## config.mk

```make
export PLATFORM = sky130hd
export DESIGN_NAME = rtcca_top
export DESIGN_NICKNAME = d
export VERILOG_FILES = /design/src/rtcca_pkg.sv /design/src/rtcca_top.sv
export SDC_FILE = /design/constraint.sdc
export NUM_CORES = 1
export LEC_CHECK = 0
export BUFFER_PORTS_ARGS = -buffer_cell sky130_fd_sc_hd__buf_2
export CORE_UTILIZATION = 30
export DETAILED_ROUTE_END_ITERATION = 6
export GPL_ROUTABILITY_DRIVEN = 0
export PLACE_DENSITY_LB_ADDON = 0.2
export SYNTH_ARGS = -nofsm -noshare
export SYNTH_HDL_FRONTEND = slang
export SYNTH_SLANG_ARGS = --single-unit
```

## constraint.sdc

```tcl
create_clock -name ref_clk -period 2.8 [get_ports ref_clk]
set_clock_uncertainty 0.2 [all_clocks]
set_input_delay 0.28 -clock ref_clk [delete_from_list [all_inputs] [get_ports ref_clk]]
set_output_delay 0.28 -clock ref_clk [all_outputs]
set_load 0.005 [all_outputs]
```

## src/rtcca_pkg.sv

```systemverilog
// Package with register map, field positions and timing constants of the calibration and alarm block
package rtcca_pkg;
	localparam logic [7:0] ADDR_CALIB = 8'h08;
	localparam logic [7:0] ADDR_AL_MONTH = 8'h0a;
	localparam logic [7:0] ADDR_AL_DATE = 8'h0b;
	localparam logic [7:0] ADDR_AL_HOUR = 8'h0c;
	localparam logic [7:0] ADDR_AL_MIN = 8'h0d;
	localparam logic [7:0] ADDR_AL_SEC = 8'h0e;
	localparam logic [7:0] ADDR_FLAGS = 8'h0f;
	localparam logic [7:0] ADDR_WAVE = 8'h13;
	localparam logic [7:0] ADDR_TIME_SEC = 8'h01;
	localparam logic [7:0] ADDR_TIME_MIN = 8'h02;
	localparam logic [7:0] ADDR_TIME_HOUR = 8'h03;
	localparam logic [7:0] ADDR_TIME_DATE = 8'h05;
	localparam logic [7:0] ADDR_TIME_MONTH = 8'h06;
	localparam logic [7:0] ADDR_STATUS = 8'h20;
	localparam int CAL_SIGN_POS = 5;
	localparam int FT_POS = 6;
	localparam int HALT_POS = 7;
	localparam int AFE_POS = 7;
	localparam int WAVE_EN_POS = 6;
	localparam int ABE_POS = 5;
	localparam int RPT_HI_POS = 7;
	localparam int RPT5_POS = 6;
	localparam int AF_POS = 6;
	localparam int DRAIN_POS = 3;
	localparam logic [7:0] RESET_BYTE = 8'h00;
	localparam logic [4:0] RPT_SECOND = 5'h1f;
	localparam logic [4:0] RPT_MINUTE = 5'h1e;
	localparam logic [4:0] RPT_HOUR = 5'h1c;
	localparam logic [4:0] RPT_DAY = 5'h18;
	localparam logic [4:0] RPT_MONTH = 5'h10;
	localparam logic [4:0] RPT_YEAR = 5'h00;
	localparam int OSC_HZ = 32768;
	localparam int REF_CLK_HZ = 125000000;
	localparam int STAGE_DIV = 256;
	localparam int SLOW_CYCLES = 128;
	localparam int FAST_CYCLES = 256;
	localparam int CAL_CYCLE_MIN = 64;
	localparam int TEST_HZ = 512;
	localparam logic [5:0] TEST_HALF = 6'((OSC_HZ / TEST_HZ) / 2);
	localparam logic [5:0] MIN_LAST = 6'h3b;
	localparam logic [5:0] CYC_LAST = 6'(CAL_CYCLE_MIN - 1);
	localparam logic [6:0] STAGE_TOP = 7'(OSC_HZ / STAGE_DIV - 1);
	localparam logic [7:0] PRE_TOP = 8'(STAGE_DIV - 1);
	localparam logic [8:0] SLOW_STEPS = 9'(SLOW_CYCLES);
	localparam logic [8:0] FAST_STEPS = 9'(FAST_CYCLES);
	typedef struct packed {
		logic [7:0] month;
		logic [7:0] date;
		logic [7:0] hour;
		logic [7:0] minute;
		logic [7:0] second;
	} rtcca_time_t;
	typedef enum logic [2:0] {
		RTCCA_IDLE = 3'b001,
		RTCCA_WAIT = 3'b010,
		RTCCA_DONE = 3'b100
	} rtcca_bus_t;
endpackage

```

## src/rtcca_top.sv

```systemverilog
// Calibration divider, frequency test output and alarm logic with Avalon-MM register access
`timescale 1ns/10ps
// Function
// - Calibration adds or removes counts at the divide-by-256 stage.
// - Five-bit calibration magnitude in bits 4..0 of register 08h.
// - Bit 5 of 08h sets direction, one slows down.
// - 64-minute cycle; one second shortened 128 or lengthened 256 cycles.
// - Magnitude N modifies first 2N minutes, never more than 62.
// - Test pin toggles at 512 Hz when halt clear, test set, wave off.
// - Test frequency does not depend on calibration value.
// - Open-drain select makes the test pin only pull low.
// - Frequency test bit clears when main power goes down.
// - Alarm month, date, hour, minute, second held at 0Ah..0Eh.
// - Repeat mask selects second, minute, hour, day, month or year period.
// - Undefined repeat masks behave as once per second.
// - Match under the repeat criteria sets the alarm flag.
// - Match with interrupt enable drives the interrupt pin low.
// - Pointer resting on flags address withholds flag and interrupt.
// - Flags read releases interrupt; cleared flag seen on later read.
// - In backup, interrupt needs both backup enable and interrupt enable.
// - Power-up clears backup and interrupt enables; alarm sets flag only.
// - Time and alarm registers hold BCD, control registers binary.
module rtcca_top
	import rtcca_pkg::*;
(
	input wire logic ref_clk,
	input wire logic rst_n,
	input wire logic osc_tick,
	input wire logic main_power_ok,
	input wire logic [7:0] avs_address,
	input wire logic avs_read,
	input wire logic avs_write,
	input wire logic [31:0] avs_writedata,
	output logic [31:0] avs_readdata,
	output logic avs_waitrequest,
	output logic wave_test_pin_o,
	output logic wave_test_pin_oe,
	output logic irq_n_o,
	output logic irq_n_oe,
	output logic second_tick
);
	logic [7:0] calib_reg;
	logic [7:0] al_reg [5];
	logic [7:0] wave_reg;
	logic [7:0] tm_reg [5];
	logic [7:0] pointer_reg;
	logic alarm_hit_flag_reg;
	logic irq_reg;
	logic pending_reg;
	logic halt_reg;
	logic tick_d_reg;
	logic [31:0] rdata_reg;
	rtcca_bus_t bus_reg;
	logic [7:0] pre_reg;
	logic [6:0] stage_reg;
	logic [5:0] cyc_min_reg;
	logic [8:0] adj_reg;
	logic adj_done_reg;
	logic [5:0] test_cnt_reg;
	logic test_level_reg;
	logic sec_pulse;
	logic match;
	logic [4:0] repeat_mask_bits;
	logic freq_test_bit;
	logic osc_halt_bit;
	logic wave_output_enable;
	logic output_drain_select;
	logic alarm_irq_enable;
	logic backup_alarm_enable;
	logic access;
	logic [7:0] rd_byte;

	function automatic logic [7:0] bcd_inc(input logic [7:0] v, input logic [7:0] last, input logic [7:0] first);
		logic [7:0] r;
		r = first;
		if (v != last)
		begin
			if (v[3:0] == 4'h9)
				r = {v[7:4] + 4'h1, 4'h0};
			else
				r = {v[7:4], v[3:0] + 4'h1};
		end
		return r;
	endfunction

	function automatic logic [4:0] cmp_sel(input logic [4:0] rpt);
		logic [4:0] s;
		case (rpt)
			RPT_YEAR: s = 5'h1f;
			RPT_MONTH: s = 5'h0f;
			RPT_DAY: s = 5'h07;
			RPT_HOUR: s = 5'h03;
			RPT_MINUTE: s = 5'h01;
			default: s = 5'h00;
		endcase
		return s;
	endfunction

	// Halt sits beside the seconds count so that no repeat bit can stop the oscillator
	assign osc_halt_bit = halt_reg;
	assign freq_test_bit = calib_reg[FT_POS];
	assign alarm_irq_enable = al_reg[0][AFE_POS];
	assign wave_output_enable = al_reg[0][WAVE_EN_POS];
	assign backup_alarm_enable = al_reg[0][ABE_POS];
	assign output_drain_select = wave_reg[DRAIN_POS];
	assign repeat_mask_bits = {al_reg[1][RPT5_POS], al_reg[1][RPT_HI_POS], al_reg[2][RPT_HI_POS],
		al_reg[3][RPT_HI_POS], al_reg[4][RPT_HI_POS]};
	assign access = (avs_read || avs_write) && bus_reg == RTCCA_IDLE;
	assign avs_waitrequest = (avs_read || avs_write) && bus_reg != RTCCA_DONE;
	assign avs_readdata = rdata_reg;
	assign second_tick = sec_pulse;

	// Two wait cycles: data registered at the end of the first, waitrequest drops in the third
	always_ff @(posedge ref_clk or negedge rst_n)
	begin
		if (!rst_n)
			bus_reg <= RTCCA_IDLE;
		else
		begin
			case (bus_reg)
				RTCCA_IDLE: bus_reg <= (avs_read || avs_write) ? RTCCA_WAIT : RTCCA_IDLE;
				RTCCA_WAIT: bus_reg <= RTCCA_DONE;
				RTCCA_DONE: bus_reg <= RTCCA_IDLE;
				default: bus_reg <= RTCCA_IDLE;
			endcase
		end
	end

	always_comb
	begin
		case (avs_address)
			ADDR_CALIB: rd_byte = calib_reg;
			ADDR_AL_MONTH: rd_byte = al_reg[0];
			ADDR_AL_DATE: rd_byte = al_reg[1];
			ADDR_AL_HOUR: rd_byte = al_reg[2];
			ADDR_AL_MIN: rd_byte = al_reg[3];
			ADDR_AL_SEC: rd_byte = al_reg[4];
			ADDR_FLAGS: rd_byte = {1'b0, alarm_hit_flag_reg, 6'h00};
			ADDR_WAVE: rd_byte = wave_reg;
			ADDR_TIME_SEC: rd_byte = {halt_reg, tm_reg[4][6:0]};
			ADDR_TIME_MIN: rd_byte = tm_reg[3];
			ADDR_TIME_HOUR: rd_byte = tm_reg[2];
			ADDR_TIME_DATE: rd_byte = tm_reg[1];
			ADDR_TIME_MONTH: rd_byte = tm_reg[0];
			ADDR_STATUS: rd_byte = {2'h0, cyc_min_reg};
			default: rd_byte = RESET_BYTE;
		endcase
	end

	// Read data is captured at the access so a flags read returns the value before its clear
	always_ff @(posedge ref_clk or negedge rst_n)
	begin
		if (!rst_n)
			rdata_reg <= 32'h0000_0000;
		else if (access && avs_read)
			rdata_reg <= {24'h000000, rd_byte};
	end

	// Last accessed address stands as the register pointer
	always_ff @(posedge ref_clk or negedge rst_n)
	begin
		if (!rst_n)
			pointer_reg <= RESET_BYTE;
		else if (access)
			pointer_reg <= avs_address;
	end

	always_ff @(posedge ref_clk or negedge rst_n)
	begin
		if (!rst_n)
		begin
			calib_reg <= RESET_BYTE;
			wave_reg <= RESET_BYTE;
			halt_reg <= 1'b0;
			for (int i = 0; i < 5; i++)
				al_reg[i] <= RESET_BYTE;
		end
		else
		begin
			if (access && avs_write)
			begin
				case (avs_address)
					ADDR_CALIB: calib_reg <= avs_writedata[7:0];
					ADDR_WAVE: wave_reg <= avs_writedata[7:0];
					ADDR_TIME_SEC: halt_reg <= avs_writedata[HALT_POS];
					ADDR_AL_MONTH: al_reg[0] <= avs_writedata[7:0];
					ADDR_AL_DATE: al_reg[1] <= avs_writedata[7:0];
					ADDR_AL_HOUR: al_reg[2] <= avs_writedata[7:0];
					ADDR_AL_MIN: al_reg[3] <= avs_writedata[7:0];
					ADDR_AL_SEC: al_reg[4] <= avs_writedata[7:0];
					default: calib_reg <= calib_reg;
				endcase
			end
			if (!main_power_ok)
				calib_reg[FT_POS] <= 1'b0;
		end
	end

	// Divide-by-256 prescaler with calibration steps: shorten by 128 or stretch by 256 osc cycles
	always_ff @(posedge ref_clk or negedge rst_n)
	begin
		if (!rst_n)
		begin
			pre_reg <= RESET_BYTE;
			stage_reg <= 7'h00;
			adj_reg <= 9'h000;
			adj_done_reg <= 1'b0;
		end
		else if (osc_tick && !osc_halt_bit)
		begin
			if (adj_reg != 9'h000)
				adj_reg <= adj_reg - 9'h001;
			else if (pre_reg == PRE_TOP)
			begin
				pre_reg <= RESET_BYTE;
				if (stage_reg == STAGE_TOP)
				begin
					stage_reg <= 7'h00;
					adj_done_reg <= 1'b0;
				end
				else
				begin
					stage_reg <= stage_reg + 7'h01;
					// One second per affected minute, in the first 2N minutes of 64
					if (!adj_done_reg && tm_reg[4] == RESET_BYTE && stage_reg == 7'h00
						&& cyc_min_reg < {calib_reg[4:0], 1'b0} && cyc_min_reg < 6'(62))
					begin
						adj_done_reg <= 1'b1;
						if (calib_reg[CAL_SIGN_POS])
							adj_reg <= FAST_STEPS;
						else
						begin
							pre_reg <= 8'(SLOW_CYCLES);
							adj_reg <= 9'h000;
						end
					end
				end
			end
			else
				pre_reg <= pre_reg + 8'h01;
		end
	end

	assign sec_pulse = osc_tick && !osc_halt_bit && adj_reg == 9'h000 && pre_reg == PRE_TOP && stage_reg == STAGE_TOP;

	// BCD time counters and 64-minute calibration cycle counter
	always_ff @(posedge ref_clk or negedge rst_n)
	begin
		if (!rst_n)
		begin
			tm_reg[4] <= RESET_BYTE;
			tm_reg[3] <= RESET_BYTE;
			tm_reg[2] <= RESET_BYTE;
			tm_reg[1] <= 8'h01;
			tm_reg[0] <= 8'h01;
			cyc_min_reg <= 6'h00;
		end
		else if (access && avs_write && avs_address >= ADDR_TIME_SEC && avs_address <= ADDR_TIME_MONTH)
		begin
			case (avs_address)
				ADDR_TIME_SEC: tm_reg[4] <= {1'b0, avs_writedata[6:0]};
				ADDR_TIME_MIN: tm_reg[3] <= {1'b0, avs_writedata[6:0]};
				ADDR_TIME_HOUR: tm_reg[2] <= {2'h0, avs_writedata[5:0]};
				ADDR_TIME_DATE: tm_reg[1] <= {2'h0, avs_writedata[5:0]};
				ADDR_TIME_MONTH: tm_reg[0] <= {3'h0, avs_writedata[4:0]};
				default: tm_reg[4] <= tm_reg[4];
			endcase
		end
		else if (sec_pulse)
		begin
			tm_reg[4] <= bcd_inc(tm_reg[4], 8'h59, 8'h00);
			if (tm_reg[4] == 8'h59)
			begin
				tm_reg[3] <= bcd_inc(tm_reg[3], 8'h59, 8'h00);
				cyc_min_reg <= (cyc_min_reg == CYC_LAST) ? 6'h00 : cyc_min_reg + 6'h01;
				if (tm_reg[3] == 8'h59)
				begin
					tm_reg[2] <= bcd_inc(tm_reg[2], 8'h23, 8'h00);
					if (tm_reg[2] == 8'h23)
					begin
						tm_reg[1] <= bcd_inc(tm_reg[1], 8'h31, 8'h01);
						if (tm_reg[1] == 8'h31)
							tm_reg[0] <= bcd_inc(tm_reg[0], 8'h12, 8'h01);
					end
				end
			end
		end
	end

	// Compare each field under the mask of the repeat mode
	always_comb
	begin
		logic [4:0] sel;
		sel = cmp_sel(repeat_mask_bits);
		match = 1'b1;
		if (sel[0] && tm_reg[4][6:0] != al_reg[4][6:0])
			match = 1'b0;
		if (sel[1] && tm_reg[3][6:0] != al_reg[3][6:0])
			match = 1'b0;
		if (sel[2] && tm_reg[2][5:0] != al_reg[2][5:0])
			match = 1'b0;
		if (sel[3] && tm_reg[1][5:0] != al_reg[1][5:0])
			match = 1'b0;
		if (sel[4] && tm_reg[0][4:0] != al_reg[0][4:0])
			match = 1'b0;
	end

	// A match while the pointer rests on flags waits in pending until the pointer leaves
	always_ff @(posedge ref_clk or negedge rst_n)
	begin
		if (!rst_n)
		begin
			alarm_hit_flag_reg <= 1'b0;
			irq_reg <= 1'b0;
			pending_reg <= 1'b0;
			tick_d_reg <= 1'b0;
		end
		else
		begin
			tick_d_reg <= sec_pulse;
			if (access && avs_read && avs_address == ADDR_FLAGS)
			begin
				alarm_hit_flag_reg <= 1'b0;
				irq_reg <= 1'b0;
			end
			// One cycle after the tick, so the counters already show the new second
			if (tick_d_reg && match)
				pending_reg <= 1'b1;
			else if (pointer_reg != ADDR_FLAGS && pending_reg)
			begin
				pending_reg <= 1'b0;
				alarm_hit_flag_reg <= 1'b1;
				// Backup needs both enables
				if (alarm_irq_enable && (main_power_ok || backup_alarm_enable))
					irq_reg <= 1'b1;
			end
		end
	end

	// 512 Hz test wave from the raw oscillator, untouched by calibration
	always_ff @(posedge ref_clk or negedge rst_n)
	begin
		if (!rst_n)
		begin
			test_cnt_reg <= 6'h00;
			test_level_reg <= 1'b0;
		end
		else if (osc_tick && !osc_halt_bit)
		begin
			if (test_cnt_reg == TEST_HALF - 6'h01)
			begin
				test_cnt_reg <= 6'h00;
				test_level_reg <= ~test_level_reg;
			end
			else
				test_cnt_reg <= test_cnt_reg + 6'h01;
		end
	end

	always_comb
	begin
		logic active;
		active = !osc_halt_bit && freq_test_bit && !wave_output_enable;
		wave_test_pin_o = active ? test_level_reg : 1'b0;
		if (output_drain_select)
		begin
			wave_test_pin_o = 1'b0;
			wave_test_pin_oe = active && !test_level_reg;
		end
		else
			wave_test_pin_oe = active;
	end

	assign irq_n_o = 1'b0;
	assign irq_n_oe = irq_reg;
endmodule

```

### Word-level counts from Yosys, hierarchy flattened

Cells that the tools add are included.
Widths: inputs -> output; s select.

| word-level totals | value |
|---|---|
| input bits | 46 |
| bits in registers | 158 |
| output and inout port bits | 38 |

| cells by class | value |
|---|---|
| equality and inequality tests | 58 |
| reduce and logical (&&, ||, !) cells | 71 |
| add/subtract/negate cells | 15 |
| bitwise logic cells | 3 |
| order comparisons | 4 |
| multiplexer cells | 59 |

Operators by type and width:

| kind | count |
|---|---|
| $mux 8 | 20 |
| $pmux 8 s14 | 1 |
| $mux 40 | 2 |
| $eq 8x4->1 const B | 7 |
| $mux 9 | 5 |
| $add 4x1->4 const B | 10 |
| $mux 32 | 1 |
| $logic_and 1x1->1 | 26 |
| $pmux 5 s5 | 1 |
| $eq 8x6->1 const B | 3 |
| $mux 24 | 1 |
| $reduce_and 2->1 | 12 |
| $mux 7 | 3 |
| $eq 4x4->1 const B | 5 |
| $eq 5x5->1 const B | 4 |
| $mux 1 | 20 |
| $reduce_bool 2->1 | 9 |
| $eq 8x2->1 const B | 2 |
| $eq 8x3->1 const B | 2 |
| $eq 8x7->1 const B | 2 |
| $mux 16 | 1 |
| $ne 8x6->1 const B | 2 |
| $ne 8x7->1 const B | 2 |
| $reduce_and 4->1 | 4 |
| other kinds (40) | 65 |

### Longest topological paths before layout

Gate-level depths: netlist of run 1.

| depth | value |
|---|---|
| depth after elaboration | 10 |
| gate-level depth with buffers | 10 |

### Worst setup path after synthesis of run 1

OpenSTA, ideal clock, no wires.

| path | value |
|---|---|
| kind | input to register |
| start point | input port avs_address[4] |
| end point | register tm_reg[27] in the netlist's numbering |
| setup time | 150 ps |
| required time | 2,450 ps |
| cell stages on the path | 8 |
| slack | 225 ps |
| buffers on the path | 2 |
| arrival | 2,225 ps |
| path through | buf_6 or4_4 buf_2 or2_4 nor3b_4 mux2_2 mux2i_1 o311ai_0 |

| on the way | value |
|---|---|
| cells in the longest elaborated chain, start to end | 5 |
| elaborated cells between the ends (all ways) | 12 |

Ends and longest elaborated chain:

| element | RTL line | source |
|---|---|---|
| from (decl) | rtcca_top.sv:30 | `input wire logic [7:0] avs_address,` |
| $ge 8x1->1 | rtcca_top.sv:258 | `else if (access && avs_write && avs_address >= ADDR_TIME_SEC && avs_address <= ADDR_TIME_MONTH)` |
| $logic_and 1x1->1 (2 in a row) | rtcca_top.sv:258 |  |
| $ne 2x1->1 (no line) or $reduce_bool 2->1 (tied branches) | n/a |  |
| $reduce_and 5->1 (no line) | n/a |  |
| to (decl) | rtcca_top.sv:45 | `logic [7:0] tm_reg [5];` |

Several ways; a longest one is shown, not always the timed one.
A chain may end at the register's enable or synchronous reset.

### Worst setup path in the final report of run 1

| path | value |
|---|---|
| start point | register tm_reg[4] in the netlist's numbering |
| end point | register tm_reg[39] in the netlist's numbering |

| on the way | value |
|---|---|
| cells in the longest elaborated chain, start to end | 3 |

Ends and longest elaborated chain:

| element | RTL line | source |
|---|---|---|
| $eq 8x7->1 | rtcca_top.sv:272 | `if (tm_reg[4] == 8'h59)` |
| $reduce_bool 2->1 (no line) | n/a |  |
| $reduce_and 7->1 (no line) | n/a |  |

No other way between the ends.

==> metrics.txt, run 1 <==
via count of the first global-routing pass slightly below 8000; total track usage slightly above 20%; core box area between 30000 and 40000 µm²; syn_area_per_cell approximately 9.7 µm²; Setup violations, final 0; total grt overflow 0; CTS Buf Count 17; die height ~180 µm; VDD IR max 402 µV; sequential element share of the synthesized area between 40% and 50%; Util after Layout around 37%; Post-DRT Antenna Nets 0; Max-Cap Viols 0; fin area 11700 µm²; final wirelength between 30000 and 40000 µm; grt peak-use layer met2; Yosys cell types 86; Post-synth ARST share 100%; CP Data Required Time between 2000 and 3000 ps; largest net degree at the start of global routing 58; Fin. Hold Viols 0; clock buffer depth 2; first drt pass iteration count 5; CTS tree yes; area of the multi-input gates roughly 5400 µm²; Worst setup SP type register; clock sink total approximately 160; Final period util around 98%; Reg clk slew, reported paths around 70 ps; PnR worst setup slack approximately 61 ps; Syn Std Cell Area around 9700 µm²; die footprint around 33000 µm²; WP data arrival approximately 3000 ps; Leak a little over 5 nW; Clock Latency Late Sink 450 ps; GR Util met1 just under 30%; Synth Instances ~1000; Worst Max-Slew Pin Slew 723 ps; P per Cell Area roughly 540 nW/µm²; first-pass GRT wire length 49700 µm; Worst Hold Class in2reg; Die X 182 µm; Post-synth EDFFs 0; Initial Utilization 30.7%; max_slew headroom between 50% and 60%; nets ~1200; hpwl dp 24300 µm; initial antenna violation count 1; IO buf count 34; status complete, no violations; WHS Path Cells 2; min cycle time layout ~2700 ps; Rows between 60 and 70; DR iter-0 viols around 640; Final Max Tran Viols 0; vias 8299; fraction of final layout cells sized beyond drive strength 1 around 25%; Worst setup EP type register; number of I/O pins 84; Fmax 365 MHz; Residual DRC 0; drt wl/cell 21.3 µm; M3 GR Usage between 4 and 5%; htree depth 4; placed cell areas roughly 11000 µm²; routing usage on met2 between 30% and 40%; FF+latch area about 4000 µm²; crit-path max FO 6; Register-to-Register Path Depth 8; vias per std cell 5.42; Layout area overhead 19.9%; Fill cells around 3300; critical path type reg2reg; CTS root buffer clkbuf_16; synthesis-stage register bit count approximately 160; pre-CTS setup slack between 30 and 40 ps; Synth Warn # 0; ys flop type dfrtp_1
## metal layers
layer	wire, µm	share of wire, %	up-vias
met2	14300	44	305
met1	15500	47	4083
met3	2150	6.6	46
met5	0	0	-
li1	-	-	3865
met4	718	2.2	0
## worst max-delay path: stages (launching register included)
cell	delay, ps
dfrtp_1	470
ha_1	210
nor4bb_1	270
buf_4	180
nand3_1	100
nor3_1	390
nand3_1	260
or4_1	510
nand3_1	90
## layout by cell type (no fill, tap or decap), types with 26 or more instances in the layout
master	n
buf_2	33
a21oi_1	38
nor2_1	58
inv_1	26
dfrtp_1	155
o21ai_0	58
ha_1	29
xnor2_1	32
nand2_1	103
nand3_1	43
buf_4	99
mux2_2	79
## power breakdown
part           total, W  internal (W)  switching (W)  leakage, nW
logic          0.000989      0.000447       0.000542         2.79
registers       0.00277       0.00253       0.000237         2.10
clock network   0.00252       0.00152       0.000996        0.301
total           0.00627       0.00450        0.00178         5.19
## logic make-up (layout without fill, tap and decap cells)
kind of cell / Yosys count / in the layout / share of synthesized area [%]
other: 1 / 26 / 0.0386
xor gates and xnor gates: 48 / 48 / 4.32
DFF: 158 / 158 / 40.7
buffers and inverters: 99 / 198 / 5.12
AOI/OAI and AO/OA: 217 / 217 / 15.5
muxes: 92 / 92 / 10.5
and+or+nand+nor: 359 / 359 / 19.9
adders and majority gates: 30 / 30 / 3.86
## worst paths after layout
check | start | end | slack [ps]
setup / recovery | tm_reg[4]$_DFFE_PN0P_ | tm_reg[39]$_DFFE_PN0P_ | 60
hold / removal | avs_writedata[7] | al_reg[7]$_DFFE_PN0P_ | 20
setup reg to reg | tm_reg[4]$_DFFE_PN0P_ | tm_reg[39]$_DFFE_PN0P_ | 60
hold reg to reg | pre_reg[6]$_DFFE_PN0N_ | pre_reg[6]$_DFFE_PN0N_ | 270
max in group asynchronous | rst_n | bus_reg[0]$_DFF_PN1_ | 1480
min in group asynchronous | rst_n | adj_reg[4]$_DFFE_PN0P_ | 180
## area by class of cell
cell class | instances | area share, %
Clock inverter | 9 | 1.13
Antenna cell | 1 | 0.0215
Tap cell | 402 | 4.31
Inverter | 26 | 0.837
Sequential cell | 158 | 33.9
Timing Repair Buffer | 140 | 8.83
Multi-Input combinational cell | 771 | 46.7
Clock buffer | 23 | 4.27
## synth_stat cells, types with 8 or more instances
cell        n  area share (%)
nor4_1      8            0.51
nor2_1     58             2.2
o21ai_0    58             3.0
nor3_1     18            0.93
dfrtp_1   155              40
nand2_1   104             4.0
nor2b_1     9            0.58
and3_1     14            0.90
a21oi_1    38             2.0
or4_1      14             1.1
nand2b_1    9            0.58
buf_2      14            0.72
a22oi_1    16             1.2
nand4_1    19             1.2
o21a_1      8            0.62
o211ai_1    9            0.69
ha_1       30             3.9
mux2i_1    13             1.3
clkbuf_1   28             1.1
buf_4      25             1.9
mux2_2     79             9.1
xnor2_1    32             2.9
inv_1      26             1.0
a32oi_1    10            0.90
xor2_1     16             1.4
nand3_1    45             2.3
and2_1     12            0.77
## timing repair
item / CTS / global route
resized for setup: 0 / 13
endpoints found under the setup margin: 0 / 39
hold buffers: 3 / 0
hold endpoints to repair: 54 / 0
setup buffers: 0 / 1
## metrics by stage
step | std cells | setup TNS [ps] | power [W] | hold slack [ps]
final | 1530 | 0 | 0.00627 | 23.4
after global placement | 1493 | 0 | 0.00374 | 95.2
after global routing | 1529 | -51.6 | 0.00656 | 13.4
after CTS | 1528 | 0 | 0.00630 | 8.42
after detailed placement | 1493 | 0 | 0.00376 | 94.9
after floorplan | 1028 | 0 | 0.00338 | -216
Power figures use the tool's default switching activity.
==> run 2, diff against run 1 <==
Settings changed: ABC_AREA set to 1.
==> run 2 against run 1 <==
  * Maximum frequency increased by 3.1%
  * Area after synthesis increased by 1.0%
  * Combinational power decreased by 27%
  * Non-clock buffer count decreased by 74
  * Core utilization decreased by 1.8 points
  * Critical path depth increased by 3
  * Synthesized cell count increased by 36%
  * Register-to-register slack improved by 210 ps
  * Clock power decreased by 7%
  * Die area increased by 0.99%
  * Largest power group unchanged
==> metrics.txt, run 2 <==
status complete, no violations; WHS Path Cells 3; WP data arrival ~2800 ps; Clock Latency Late Sink around 450 ps; Syn Std Cell Area approximately 9800 µm²; leading area contributor after synthesis dfrtp_1; Residual DRC 0; total track usage about a fifth; Final period util around 95%; crit-path max FO 16; Max-Cap Viols 0; DR iter-0 viols ~700; min cycle time layout around 2700 ps; clock sink total 158; hpwl dp about 24000 µm; number of I/O pins 84; first-pass GRT wire length between 40000 and 50000 µm; critical path type in2reg; Layout area overhead 13.6%; Yosys cell types between 40 and 50; Post-synth EDFFs 0; most instantiated cells after synthesis nand2_1 (402), dfrtp_1 (155), nand3_1 (147); CTS tree yes; overall power 0.00570 W; diode count 0; via count of the first global-routing pass 8591; fraction of final layout cells sized beyond drive strength 1 about a tenth; nets approximately 1500; CTS root buffer clkbuf_16; Die X 183 µm; Worst Max-Slew Pin Slew between 600 and 700 ps; hold_ws around 12 ps; final wirelength 30600 µm; share of Yosys cell area claimed by the top area cell type between 30% and 40%; Crit path largest cell delay 540 ps; initial antenna violation count 0; Worst setup EP type register; Post-DRT Antenna Nets 0; core box area about 32000 µm²; setup TNS 0 ps; first drt pass iteration count 7; Setup violations, final 0; unrepaired setup endpoints after global routing no; drt wl/cell about 16 µm; vias per std cell between 4 and 5; P per Cell Area around 500 nW/µm²; htree depth 4; ys flop type dfrtp_1; Reg clk slew, reported paths roughly 70 ps; CTS Buf Count 17; Worst setup SP type input pin; pre-CTS setup slack around 280 ps; CP max stage cell dlygate4sd3_1; CP top delay family buffers and inverters; Synth Warn # 0; Final Max Tran Viols 0; worst path bufs/invs 4; total grt overflow 0; largest net degree at the start of global routing a little over 60; Synth area leaders dfrtp_1 (39%), nand2_1 (15%), nand3_1 (7.5%); max_slew headroom about three fifths; PnR worst setup slack 143 ps; synthesis-stage register bit count ~160; CP Data Required Time between 2000 and 3000 ps; VDD IR max roughly 290 µV; Leak 5.54 nW; Worst Hold Class in2reg; die height 183 µm; commonest non-fill, non-tap cell in the layout nand2_1; syn_area_per_cell 7.21 µm²; sequential element share of the synthesized area 40.3%; commonest cells after routing, fill and taps aside nand2_1 (402), dfrtp_1 (155), nand3_1 (147), inv_1 (137), o21ai_0 (131); Fmax between 300 and 400 MHz; CP Depth 11; Synth Instances approximately 1400; Rows 65; clock buffer depth 2; IO buf count 34; Post-synth ARST share 100%; Fin. Hold Viols 0; Initial Utilization between 30% and 40%; die footprint approximately 33000 µm²; CP cell instances dlygate4sd3_1 > buf_2 > nor2_1 > nand3_2 > inv_2 > nand3_4 > inv_2 > nand2_1 > o21ai_0 > nand3_1 > nand2_1; vias just under 9000; top-count cell post-synth nand2_1; Register-to-Register Path Depth 10
==> run 2: layout make-up <==
type                            instances  area [µm²]
Fill cell                            3487       20700
Multi-Input combinational cell       1028        5070
Sequential cell                       158        3960
Inverter                              149         559
Tap cell                              435         544
Clock buffer                           19         453
Timing Repair Buffer                   66         447
Clock inverter                         13         129
==> run 2: power by group <==
part	total [W]	switching, W	internal [W]
Sequential	0.00263	0.000142	0.00249
Combinational	0.000721	0.000492	0.000229
Clock	0.00235	0.00105	0.00129
==> run 2: stage by stage <==
stage	utilization (%)	cell area, µm²	std cells
final	35.0	11200	1868
after global routing	35.0	11200	1868
after CTS	35.0	11200	1867
after detailed placement	32.9	10500	1828
after global placement	32.9	10500	1828
after floorplan	-	9910	1386
==> run 2: per-layer routing <==
metal  track usage (%)  vias to the layer above  wire, µm
li1                  -                     4477         -
met1              26.1                     4184     14300
met2              30.2                      232     13800
met3              3.93                       43      1640
met4              7.10                        0       830
met5                 0                        -         0
==> run 2: kinds of logic after synthesis <==
kind of cell	synth area share, %
compound gates	9.53
fa+ha+maj	3.82
xor+xnor	4.01
flops	40.3
other cells	0.0382
simple gates	33.3
buf+inv	8.99
==> run 2: worst paths after layout <==
path | start | end | slack, ps
max in group asynchronous | rst_n | pre_reg[6]$_DFFE_PN0N_ | 1450
setup / recovery | avs_address[6] | tm_reg[27]$_DFFE_PN0P_ | 140
hold reg to reg | test_cnt_reg[4]$_DFFE_PN0P_ | test_cnt_reg[4]$_DFFE_PN0P_ | 270
min in group asynchronous | rst_n | al_reg[20]$_DFFE_PN0P_ | 130
setup reg to reg | bus_reg[0]$_DFF_PN1_ | tm_reg[36]$_DFFE_PN0P_ | 270
hold / removal | avs_address[5] | pointer_reg[5]$_DFFE_PN0N_ | 10
==> run 2: what timing repair did <==
action | in CTS | in global routing
setup buffers | 0 | 1
endpoints found under the hold margin | 52 | 0
setup endpoints to repair | 0 | 1
gates resized for setup | 0 | 0
hold buffers | 7 | 0
==> run 2: worst register-to-register path, stage by stage, from the launching register on <==
cell	delay [ps]
dfstp_2	530
inv_1	60
nor3_1	200
nand2_1	150
a21oi_2	280
nand2_4	210
nand2_4	200
nand2_1	250
nor2_2	250
nand2_1	70
nand2_1	70
